--- config.mk ---
export PLATFORM = sky130hd
export DESIGN_NAME = gcdf_top
export DESIGN_NICKNAME = d
export VERILOG_FILES = /design/src/gcdf_pkg.sv /design/src/gcdf_divider.sv /design/src/gcdf_top.sv
export SDC_FILE = /design/constraint.sdc
export NUM_CORES = 1
export LEC_CHECK = 0
export ABC_AREA = 1
export ABC_CLOCK_PERIOD_IN_PS = 1600
export BUFFER_PORTS_ARGS = -buffer_cell sky130_fd_sc_hd__buf_2
export CORE_UTILIZATION = 40
export CTS_BUF_LIST = sky130_fd_sc_hd__clkbuf_2 sky130_fd_sc_hd__clkbuf_4 sky130_fd_sc_hd__clkbuf_8
export DETAILED_ROUTE_END_ITERATION = 6
export PLACE_DENSITY_LB_ADDON = 0.15
export SLEW_MARGIN = 20
export SYNTH_ARGS = -nofsm -noshare
export SYNTH_HDL_FRONTEND = slang
export SYNTH_SLANG_ARGS = --single-unit
export TNS_END_PERCENT = 5
--- constraint.sdc ---
create_clock -name sys_clk -period 1.6 [get_ports sys_clk]
set_clock_uncertainty 0.1 [all_clocks]
set_input_delay 0 -clock sys_clk [delete_from_list [all_inputs] [get_ports sys_clk]]
set_output_delay 0 -clock sys_clk [all_outputs]
set_load 0.02 [all_outputs]
--- src/gcdf_pkg.sv ---
// Package with register map, field layout and constants of the GPU clock divider block
package gcdf_pkg;
   localparam int GCDF_ADDR_W = 8;
   // Register byte offsets
   localparam logic [7:0] GCDF_OFF_DIV_ONE = 8'h00;
   localparam logic [7:0] GCDF_OFF_DIV_TWO = 8'h04;
   localparam logic [7:0] GCDF_OFF_BUS_DIV = 8'h08;
   localparam logic [7:0] GCDF_OFF_FORCE_STATE = 8'h0C;
   localparam logic [7:0] GCDF_OFF_FORCE_SET = 8'h10;
   localparam logic [7:0] GCDF_OFF_FORCE_CLR = 8'h14;
   localparam logic [7:0] GCDF_OFF_SOURCE_CTRL = 8'h18;
   // Field positions
   localparam int GCDF_CORE_REQ_LSB = 0;
   localparam int GCDF_CORE_ACT_LSB = 16;
   localparam int GCDF_CORE_DIV_W = 5;
   localparam int GCDF_BUS_REQ_LSB = 4;
   localparam int GCDF_BUS_ACT_LSB = 12;
   localparam int GCDF_BUS_DIV_W = 4;
   localparam int GCDF_FORCE_CORE_BIT = 1;
   localparam int GCDF_FORCE_BUS_BIT = 2;
   localparam int GCDF_FORCE_TRACE_BIT = 3;
   localparam int GCDF_SEL_W = 8;
   // Source select encodings
   localparam logic [7:0] GCDF_SEL_GATED = 8'h00;
   localparam logic [7:0] GCDF_SEL_REF = 8'h01;
   localparam logic [7:0] GCDF_SEL_SYSPLL = 8'h02;
   localparam logic [7:0] GCDF_SEL_GFXPLL = 8'h04;
   // Reset values and response codes
   localparam logic [4:0] GCDF_CORE_DIV_RST = 5'h00;
   localparam logic [3:0] GCDF_BUS_DIV_RST = 4'h0;
   localparam logic [2:0] GCDF_FORCE_RST = 3'h0;
   localparam logic [1:0] GCDF_RESP_OKAY = 2'h0;
   localparam logic [1:0] GCDF_RESP_SLVERR = 2'h2;
endpackage

--- src/gcdf_divider.sv ---
// Glitch free integer clock enable divider with active ratio readback
`timescale 1ns/1ns
module gcdf_divider
   import gcdf_pkg::*;
#(
   parameter int W = 5
)
(
   input wire logic sys_clk,
   input wire logic arst_n,
   input wire logic count_en,
   input wire logic [W-1:0] divider_request,
   output logic [W-1:0] divider_active,
   output logic tick
);
   typedef struct packed {
      logic [W-1:0] cnt;
      logic [W-1:0] act;
   } gcdf_div_s;
   gcdf_div_s cur;
   gcdf_div_s next_cur;

   // Count enables from zero up to the active ratio; new ratio taken only at a period boundary
   always_comb
   begin
      next_cur = cur;
      if (count_en)
      begin
         if (cur.cnt >= cur.act)
         begin
            next_cur.cnt = '0;
            next_cur.act = divider_request;
         end
         else
         begin
            next_cur.cnt = cur.cnt + 1'b1;
         end
      end
   end

   // State register, cleared to divide by one
   always_ff @(posedge sys_clk or negedge arst_n)
   begin
      if (!arst_n)
         cur <= '0;
      else
         cur <= next_cur;
   end

   // Active ratio readback and period end pulse
   assign divider_active = cur.act;
   assign tick = count_en && (cur.cnt >= cur.act);
endmodule

--- src/gcdf_top.sv ---
// GPU core and bus clock dividers with clock force state behind AXI4-Lite
`timescale 1ns/1ns
module gcdf_top
   import gcdf_pkg::*;
#(
   parameter bit HAS_CORE_GATING = 1'b1,
   parameter bit HAS_TRACE = 1'b1
)
(
   input wire logic sys_clk,
   input wire logic arst_n,
   input wire logic [7:0] s_axi_awaddr,
   input wire logic s_axi_awvalid,
   output logic s_axi_awready,
   input wire logic [31:0] s_axi_wdata,
   input wire logic [3:0] s_axi_wstrb,
   input wire logic s_axi_wvalid,
   output logic s_axi_wready,
   output logic [1:0] s_axi_bresp,
   output logic s_axi_bvalid,
   input wire logic s_axi_bready,
   input wire logic [7:0] s_axi_araddr,
   input wire logic s_axi_arvalid,
   output logic s_axi_arready,
   output logic [31:0] s_axi_rdata,
   output logic [1:0] s_axi_rresp,
   output logic s_axi_rvalid,
   input wire logic s_axi_rready,
   output logic gpu_core_clock_en,
   output logic gpu_bus_clock_en,
   output logic [7:0] source_select,
   output logic core_clock_force,
   output logic bus_clock_force,
   output logic trace_clock_force
);
   typedef struct packed {
      logic aw_got;
      logic [7:0] aw_addr;
      logic w_got;
      logic [31:0] w_data;
      logic [3:0] w_strb;
      logic bvalid;
      logic [1:0] bresp;
      logic rvalid;
      logic [1:0] rresp;
      logic [31:0] rdata;
      logic [4:0] req_one;
      logic [4:0] req_two;
      logic [3:0] req_bus;
      logic [7:0] sel;
      logic [2:0] force_bits; // trace, bus, core
   } gcdf_top_s;
   gcdf_top_s cur;
   gcdf_top_s next_cur;

   logic [4:0] act_one;
   logic [4:0] act_two;
   logic [3:0] act_bus;
   logic tick_one;
   logic tick_two;
   logic tick_bus;
   logic [2:0] force_mask;
   logic core_tick;

   // Core dividers; each belongs to one source
   gcdf_divider #(.W(GCDF_CORE_DIV_W)) u_div_one (
      .sys_clk(sys_clk),
      .arst_n(arst_n),
      .count_en(1'b1),
      .divider_request(cur.req_one),
      .divider_active(act_one),
      .tick(tick_one)
   );
   gcdf_divider #(.W(GCDF_CORE_DIV_W)) u_div_two (
      .sys_clk(sys_clk),
      .arst_n(arst_n),
      .count_en(1'b1),
      .divider_request(cur.req_two),
      .divider_active(act_two),
      .tick(tick_two)
   );

   // Selected core clock enable per source select code
   always_comb
   begin
      core_tick = 1'b0;
      case (cur.sel)
         GCDF_SEL_GATED: core_tick = 1'b0;
         GCDF_SEL_REF: core_tick = 1'b1;
         GCDF_SEL_SYSPLL: core_tick = tick_one;
         GCDF_SEL_GFXPLL: core_tick = tick_two;
         default: core_tick = 1'b0;
      endcase
   end

   // Bus divider counts only on core clock enables
   gcdf_divider #(.W(GCDF_BUS_DIV_W)) u_bus (
      .sys_clk(sys_clk),
      .arst_n(arst_n),
      .count_en(core_tick),
      .divider_request(cur.req_bus),
      .divider_active(act_bus),
      .tick(tick_bus)
   );

   assign force_mask = {HAS_TRACE, 1'b1, HAS_CORE_GATING};

   // Bus slave and register state
   always_comb
   begin
      logic wr_go;
      logic [31:0] wv;
      wr_go = 1'b0;
      wv = '0;
      next_cur = cur;
      if (s_axi_awvalid && !cur.aw_got)
      begin
         next_cur.aw_got = 1'b1;
         next_cur.aw_addr = s_axi_awaddr;
      end
      if (s_axi_wvalid && !cur.w_got)
      begin
         next_cur.w_got = 1'b1;
         next_cur.w_data = s_axi_wdata;
         next_cur.w_strb = s_axi_wstrb;
      end
      if (cur.bvalid && s_axi_bready)
         next_cur.bvalid = 1'b0;
      if (cur.aw_got && cur.w_got && !cur.bvalid)
      begin
         wr_go = 1'b1;
         next_cur.aw_got = 1'b0;
         next_cur.w_got = 1'b0;
         next_cur.bvalid = 1'b1;
         next_cur.bresp = GCDF_RESP_OKAY;
         wv = cur.w_data;
      end
      if (wr_go)
      begin
         case ({cur.aw_addr[7:2], 2'b00})
            GCDF_OFF_DIV_ONE:
               if (cur.w_strb[0])
                  next_cur.req_one = wv[GCDF_CORE_REQ_LSB +: GCDF_CORE_DIV_W];
            GCDF_OFF_DIV_TWO:
               if (cur.w_strb[0])
                  next_cur.req_two = wv[GCDF_CORE_REQ_LSB +: GCDF_CORE_DIV_W];
            GCDF_OFF_BUS_DIV:
               if (cur.w_strb[0])
                  next_cur.req_bus = wv[GCDF_BUS_REQ_LSB +: GCDF_BUS_DIV_W];
            GCDF_OFF_FORCE_SET:
               if (cur.w_strb[0])
                  next_cur.force_bits = cur.force_bits
                     | (wv[GCDF_FORCE_TRACE_BIT:GCDF_FORCE_CORE_BIT] & force_mask);
            GCDF_OFF_FORCE_CLR:
               if (cur.w_strb[0])
                  next_cur.force_bits = cur.force_bits
                     & ~(wv[GCDF_FORCE_TRACE_BIT:GCDF_FORCE_CORE_BIT] & force_mask);
            GCDF_OFF_SOURCE_CTRL:
               if (cur.w_strb[0])
                  next_cur.sel = wv[GCDF_SEL_W-1:0];
            GCDF_OFF_FORCE_STATE: next_cur.bresp = GCDF_RESP_OKAY; // Read only, write ignored
            default: next_cur.bresp = GCDF_RESP_SLVERR;
         endcase
      end
      if (cur.rvalid && s_axi_rready)
         next_cur.rvalid = 1'b0;
      if (s_axi_arvalid && !cur.rvalid)
      begin
         next_cur.rvalid = 1'b1;
         next_cur.rresp = GCDF_RESP_OKAY;
         next_cur.rdata = '0;
         case ({s_axi_araddr[7:2], 2'b00})
            GCDF_OFF_DIV_ONE:
            begin
               next_cur.rdata[GCDF_CORE_REQ_LSB +: GCDF_CORE_DIV_W] = cur.req_one;
               next_cur.rdata[GCDF_CORE_ACT_LSB +: GCDF_CORE_DIV_W] = act_one;
            end
            GCDF_OFF_DIV_TWO:
            begin
               next_cur.rdata[GCDF_CORE_REQ_LSB +: GCDF_CORE_DIV_W] = cur.req_two;
               next_cur.rdata[GCDF_CORE_ACT_LSB +: GCDF_CORE_DIV_W] = act_two;
            end
            GCDF_OFF_BUS_DIV:
            begin
               next_cur.rdata[GCDF_BUS_REQ_LSB +: GCDF_BUS_DIV_W] = cur.req_bus;
               next_cur.rdata[GCDF_BUS_ACT_LSB +: GCDF_BUS_DIV_W] = act_bus;
            end
            GCDF_OFF_FORCE_STATE:
               next_cur.rdata[GCDF_FORCE_TRACE_BIT:GCDF_FORCE_CORE_BIT] =
                  cur.force_bits & force_mask;
            GCDF_OFF_SOURCE_CTRL: next_cur.rdata[GCDF_SEL_W-1:0] = cur.sel;
            GCDF_OFF_FORCE_SET: next_cur.rdata = '0; // Write only
            GCDF_OFF_FORCE_CLR: next_cur.rdata = '0;
            default: next_cur.rresp = GCDF_RESP_SLVERR;
         endcase
      end
   end

   always_ff @(posedge sys_clk or negedge arst_n)
   begin
      if (!arst_n)
      begin
         cur <= '0;
         cur.req_one <= GCDF_CORE_DIV_RST;
         cur.req_two <= GCDF_CORE_DIV_RST;
         cur.req_bus <= GCDF_BUS_DIV_RST;
         cur.sel <= GCDF_SEL_GATED;
         cur.force_bits <= GCDF_FORCE_RST;
      end
      else
         cur <= next_cur;
   end

   // Handshake and output drive
   assign s_axi_awready = !cur.aw_got;
   assign s_axi_wready = !cur.w_got;
   assign s_axi_bvalid = cur.bvalid;
   assign s_axi_bresp = cur.bresp;
   assign s_axi_arready = !cur.rvalid;
   assign s_axi_rvalid = cur.rvalid;
   assign s_axi_rresp = cur.rresp;
   assign s_axi_rdata = cur.rdata;
   assign gpu_core_clock_en = core_tick;
   assign gpu_bus_clock_en = tick_bus;
   assign source_select = cur.sel;
   assign core_clock_force = cur.force_bits[0];
   assign bus_clock_force = cur.force_bits[1];
   assign trace_clock_force = cur.force_bits[2];
endmodule

Word level (Yosys, flattened, before mapping). Index checks and enable logic that the tools add are counted.

Bits in registers: 122. Output and inout port bits: 54. Logic and storage cells: 100. Input port bits: 59.

Mux-type cells: 26. Eq/ne operators: 17. Bitwise gates (word level): 3. Add/subtract/negate cells: 3. Reduce and logical (&&, ||, !) cells: 27. $lt $le $gt $ge: 3.

Operators by type and width (number): 37-bit 2-to-1 mux (1); 6-bit by 3-bit == test with 1-bit output (second input constant) (6); 35-bit 2-to-1 mux (1); 6-bit by 2-bit == test with 1-bit output (second input constant) (4); 6-bit by 1-bit == test with 1-bit output (second input constant) (2); 6-bit zero test (2); 3-bit one-hot mux with 2 select lines (2); 3-bit one-hot mux with 4 select lines (1); 3-bit AND reduction (4); 5-bit by 1-bit adder with 5-bit output (second input constant) (2); 5-bit greater-or-equal comparator (2); 5-bit 2-to-1 mux (2); 5-bit one-hot mux with 2 select lines (1); 2-bit nonzero test (5); 3-bit 2-to-1 mux (3); 9-bit 2-to-1 mux (1); 8-bit by 1-bit == test with 1-bit output (second input constant) (1); 8-bit by 2-bit == test with 1-bit output (second input constant) (1); 8-bit by 3-bit == test with 1-bit output (second input constant) (1); 1-bit logical AND (8); 4-bit 2-to-1 mux (2); 8-bit 2-to-1 mux (1); 7-bit OR reduction (1); 1-bit one-hot mux with 3 select lines (2); 14 further kinds (23).

Depth between registers and ports, before layout.
Word-level depth: 7. Gate-level depth with buffers: 13. Depth with buffers taken out: 13.

By module. From an unflattened synthesis, not the netlist that was laid out.

Cell total of the unflattened synthesis: 610. Area, all modules: 5121.2 um^2.

By module, submodules not included: gcdf_top (cells each 391, area an instance 3293.2 um^2, seq. area each 1601.5 um^2, instances 1); gcdf_divider at u_div_one ... (cells each 77, area an instance 643.1 um^2, seq. area each 250.2 um^2, instances 2); gcdf_divider at u_bus (cells each 65, area an instance 541.8 um^2, seq. area each 200.2 um^2, instances 1).

Least setup slack after synthesis. Ideal clock, no wire load.

Path kind: register to register. From: register u_div_two.cur[8] (netlist bit). To: register u_bus.cur[5] (netlist bit). Path buffers: 1. Setup time: 118 ps. Stages on the path, launching flop included: 11. Required time: 1382 ps. Clock period less this slack: 1658 ps. Arrival: 1441 ps. Path slack: -58 ps. Cell sequence: dfrtp_1 > ha_1 > nand2_1 > nand2_1 > a21oi_2 > nand2_2 > nand2_1 > nand3_2 > buf_6 > nand3b_1 > nand2_1.

Cells in the longest elaborated chain, start to end: 2.

RTL lines: start: declaration (line gcdf_divider.sv:20) `gcdf_div_s cur;`; start signal: assignment (line gcdf_divider.sv:47) `cur <= next_cur;`; 5-bit greater-or-equal comparator (line gcdf_divider.sv:52) `assign tick = count_en && (cur.cnt >= cur.act);`; 1-bit one-hot mux with 3 select lines (line gcdf_top.sv:87) `case (cur.sel)`; via gpu_core_clock_en (line gcdf_top.sv:29) `output logic gpu_core_clock_en,`; end signal: assignment (line gcdf_divider.sv:47); end: declaration (line gcdf_divider.sv:20).

The timed path passes the listed nets, and every way through them passes these cells. A chain may end at the register's enable or synchronous reset.

Worst setup path in the final report.
From: register u_div_one.cur (netlist bit u_div_one.divider_active[4]). To: output port gpu_core_clock_en.

Cells in the longest elaborated chain, start to end: 2.

RTL lines (line): start: declaration (gcdf_divider.sv:20); start signal: assignment (gcdf_divider.sv:47); 5-bit greater-or-equal comparator (gcdf_divider.sv:52); 1-bit one-hot mux with 3 select lines (gcdf_top.sv:87); end: declaration (gcdf_top.sv:29).

Every way passes these cells.

==> flow_metrics.py <==
metrics = {
    "timing": {
        "fin_crit_sh": 1.205,
        "tightest_slew_ps": 532.0,
        "timing.final.hold_violations": 0,
        "worst_slack_ps": -327.2,
        "setup_tns_ps": -2220,
        "slew_violations": 0,
        "rsz0062_at_grt": "yes",
        "setup_viol": 12,
        "period_minus_slack_ps": 1927,
        "clock.fmax_mhz": 518.9,
        "slew_headroom": 0.6445,
    },
    "final_layout": {
        "final_nets": 702,
        "regArea_um2": 2302,
        "final_cell_count_no_fill": 774,
        "multi_input_area_um2": 1886,
        "fillers": 1085,
        "fin_util": 0.5090,
        "drive_gt1_frac": 0.2678,
        "areaGrowthSynthToFinish_pct": 24.43,
        "num_antenna_cells": 0,
    },
    "logic_synthesis": {
        "synth_seq_cells": 92,
        "postSynthCellCount": 517,
        "yosys_warnings": 0,
        "ys_seq_area_frac": 0.4950,
        "ys_async_sr_fraction": 1.000,
        "ys_types": 39,
        "synth-edff-count": 0,
        "synth_area_um2": 4651,
        "avgSynthCellArea_um2": 8.996,
        "synth_top_flop_cell": "dfrtp_1",
    },
    "floorplanning": {
        "die_x_um": 109.8,
        "rows": 39,
        "dieArea_um2": 12060,
        "die_h_um": 109.8,
        "core_um2": 11370,
        "initial_core_util": 0.4090,
        "io_pins": 113,
    },
    "route": {
        "vias_per_cell": 4.620,
        "drtAntennaViolNets": 0,
        "vias": 3576,
        "drt_iter0_markers": 163,
        "totalWireLength_um": 10010,
        "firstDrtPassIters": 4,
        "wl_per_cell_um": 12.93,
        "remaining_drc_errors": 0,
    },
    "power_and_ir_drop": {
        "p_int_mw": 5.483,
        "p_sw_frac": 0.3754,
        "power_frac_seq": 0.373,
        "power_frac_comb": 0.404,
        "peakVddDrop_uv": 866.5,
        "p_leak_nw": 2.918,
        "clkPwrFrac": 0.223,
        "p_per_area_nw_per_um2": 1517,
        "switchingPower_mw": 3.295,
    },
    "min_path": {
        "worstHoldPathType": "in2async",
    },
    "global_routing": {
        "grtUsageTotal": 0.1843,
        "grt_max_degree": 39,
        "grt_pass1_vias": 3480,
        "antenna_found_initial": 0,
        "gr-total-overflow": 0,
        "grt_first_pass_wirelength_um": 16610,
    },
    "critical_path": {
        "worstPathMaxFanout": 4,
        "reg2reg_depth": 12,
        "critPathKind": "reg2out",
        "arrival_ps": 1830,
        "critPathLaunchType": "flop",
        "cp_data_required_time_ps": 1500,
        "crit_path_end_kind": "output port",
    },
    "clocking": {
        "clockBufferDepth": 2,
        "clock_sinks": 92,
        "cts_max_level": 3,
        "cts_tree": "yes",
        "clk_pin_slew_worst_paths_ps": 90,
        "clockRootBuffer": "clkbuf_8",
        "clk_latency_ps": 360,
        "cts_buffers": 9,
    },
    "status": {
        "status": "finished with violations",
        "violations": "negative setup slack",
    },
    "placement": {
        "place_hpwl_um": 7366,
        "port_buffers": 65,
        "place_congestion": 0.8061,
        "place_inst": 726,
    },
    "flow_run": {
        "drv_cap": 0,
    },
}
-- routing by layer --
layer  up-vias  global-route usage  wire [um]
met5         -                   0          0
met4         0             0.05143         85
met3         7             0.04979        392
met2        85              0.2835       4635
met1      1654              0.2543       4894
li1       1830                   -          -
-- critical path: stages, from the launching register on --
cell     delay [ps]
dfrtp_1         390
inv_1           110
ha_4            220
nand2_2          70
inv_1            40
nand2_1          70
nand3_2          90
nand2_2         100
nand3_4         110
buf_6           140
buf_6           120
-- timing repair --
| item | CTS | global route |
|---|---|---|
| pin swaps | 6 | 6 |
| endpoints found under the setup margin | 12 | 22 |
| endpoints found under the hold margin | 121 | 0 |
| gates resized for setup | 15 | 4 |
| setup buffers | 3 | 1 |
| hold buffers | 28 | 0 |
-- registers in the layout, indices dropped and copies added (netlist names), named ones only --
name / count
cur: 31
s_axi_rdata: 17
source_select: 8
u_div_one.cur: 5
u_div_one.divider_active: 5
u_div_two.cur: 5
u_div_two.divider_active: 5
u_bus.cur: 4
u_bus.divider_active: 4
s_axi_bresp: 1
s_axi_bvalid: 1
s_axi_rresp: 1
s_axi_rvalid: 1
-- synth_stat cells (5+ instances only) --
library cell	count	area share
buf_4	44	0.071
inv_1	53	0.043
mux2_2	5	0.012
nand3_2	5	0.011
xor2_1	5	0.0094
nor2_1	44	0.036
nand3_1	18	0.019
buf_2	5	0.0054
nand2_1	113	0.091
a21oi_1	20	0.022
o21ai_0	30	0.032
nand4_1	12	0.016
dfrtp_1	92	0.50
o21ai_2	10	0.019
ha_1	17	0.046
nor2_4	5	0.012
o21ai_1	5	0.0054
-- metrics by stage --
step / hold WS (ps) / total power [mW] / instance area [um2] / worst slack (ps)
2_1_floorplan: -395.6 / 5.511 / 4716 / -56.33
3_3_place_gp: -125.9 / 6.413 / 5139 / -134.7
3_5_place_dp: -120.7 / 6.481 / 5139 / -186.5
4_1_cts: 10.76 / 8.869 / 5772 / -367.8
5_1_grt: 50.51 / 9.447 / 5787 / -455.4
6_report: 15.04 / 8.777 / 5787 / -327.2
-- power groups by stage --
stage	Sequential (mW)	Clock [mW]	Combinational [mW]
2_1_floorplan	3.31	0	2.21
3_3_place_gp	3.30	0	3.11
3_5_place_dp	3.32	0	3.16
4_1_cts	3.28	2.02	3.57
5_1_grt	3.35	2.12	3.97
6_report	3.27	1.96	3.55
-- area by class of cell --
cell class	instances	share of cell area
flip-flops and latches	92	0.3978
multi-input cells	332	0.3258
repair buffers	135	0.1652
inverters	56	0.03632
well taps	143	0.03092
clock buffers	12	0.02746
clock inverters	4	0.01643
-- cells by family (layout without fill, tap and decap cells) --
kind of cell	count (synthesis)	after routing	share of synthesized area
multiplexers	5	5	0.01211
XOR/XNOR	8	8	0.01507
AND/OR/NAND/NOR	207	207	0.2031
adder cells (fa/ha/maj)	17	17	0.04573
buffers and inverters	108	207	0.1273
AO/OA/AOI/OAI	79	79	0.1009
other	1	16	0.0008063
flip-flops	92	92	0.4950
-- final timing paths --
| path | from | endpoint | slack, ps |
|---|---|---|---|
| min | arst_n | s_axi_rdata[15] | 20 |
| min reg2reg | s_axi_rdata[0] | s_axi_rdata[0] | 380 |
| max reg2reg | u_div_one.divider_active[4] | u_bus.divider_active[3] | -240 |
| max in group asynchronous | arst_n | cur[20] | 780 |
| max | u_div_one.divider_active[4] | gpu_core_clock_en | -330 |
| min in group sys_clk | s_axi_wvalid | cur[99] | 150 |
-- layout by cell type (no fill, tap or decap), types with 2 or more instances in the layout --
| cell type | n |
|---|---|
| a21oi_1 | 19 |
| a21oi_2 | 2 |
| a22oi_1 | 3 |
| buf_2 | 62 |
| buf_4 | 40 |
| buf_6 | 4 |
| bufinv_16 | 3 |
| clkbuf_8 | 11 |
| conb_1 | 16 |
| dfrtp_1 | 92 |
| dlygate4sd3_1 | 28 |
| ha_1 | 14 |
| ha_4 | 3 |
| inv_1 | 50 |
| inv_2 | 5 |
| mux2_2 | 5 |
| nand2_1 | 108 |
| nand2_2 | 6 |
| nand3_1 | 18 |
| nand3_2 | 4 |
| nand3_4 | 2 |
| nand4_1 | 12 |
| nor2_1 | 43 |
| nor2_4 | 5 |
| nor3_1 | 2 |
| o21a_1 | 3 |
| o21ai_0 | 30 |
| o21ai_1 | 4 |
| o21ai_2 | 11 |
| o31ai_1 | 3 |
| xnor2_1 | 3 |
| xor2_1 | 5 |
Power figures use the tool's default switching activity.
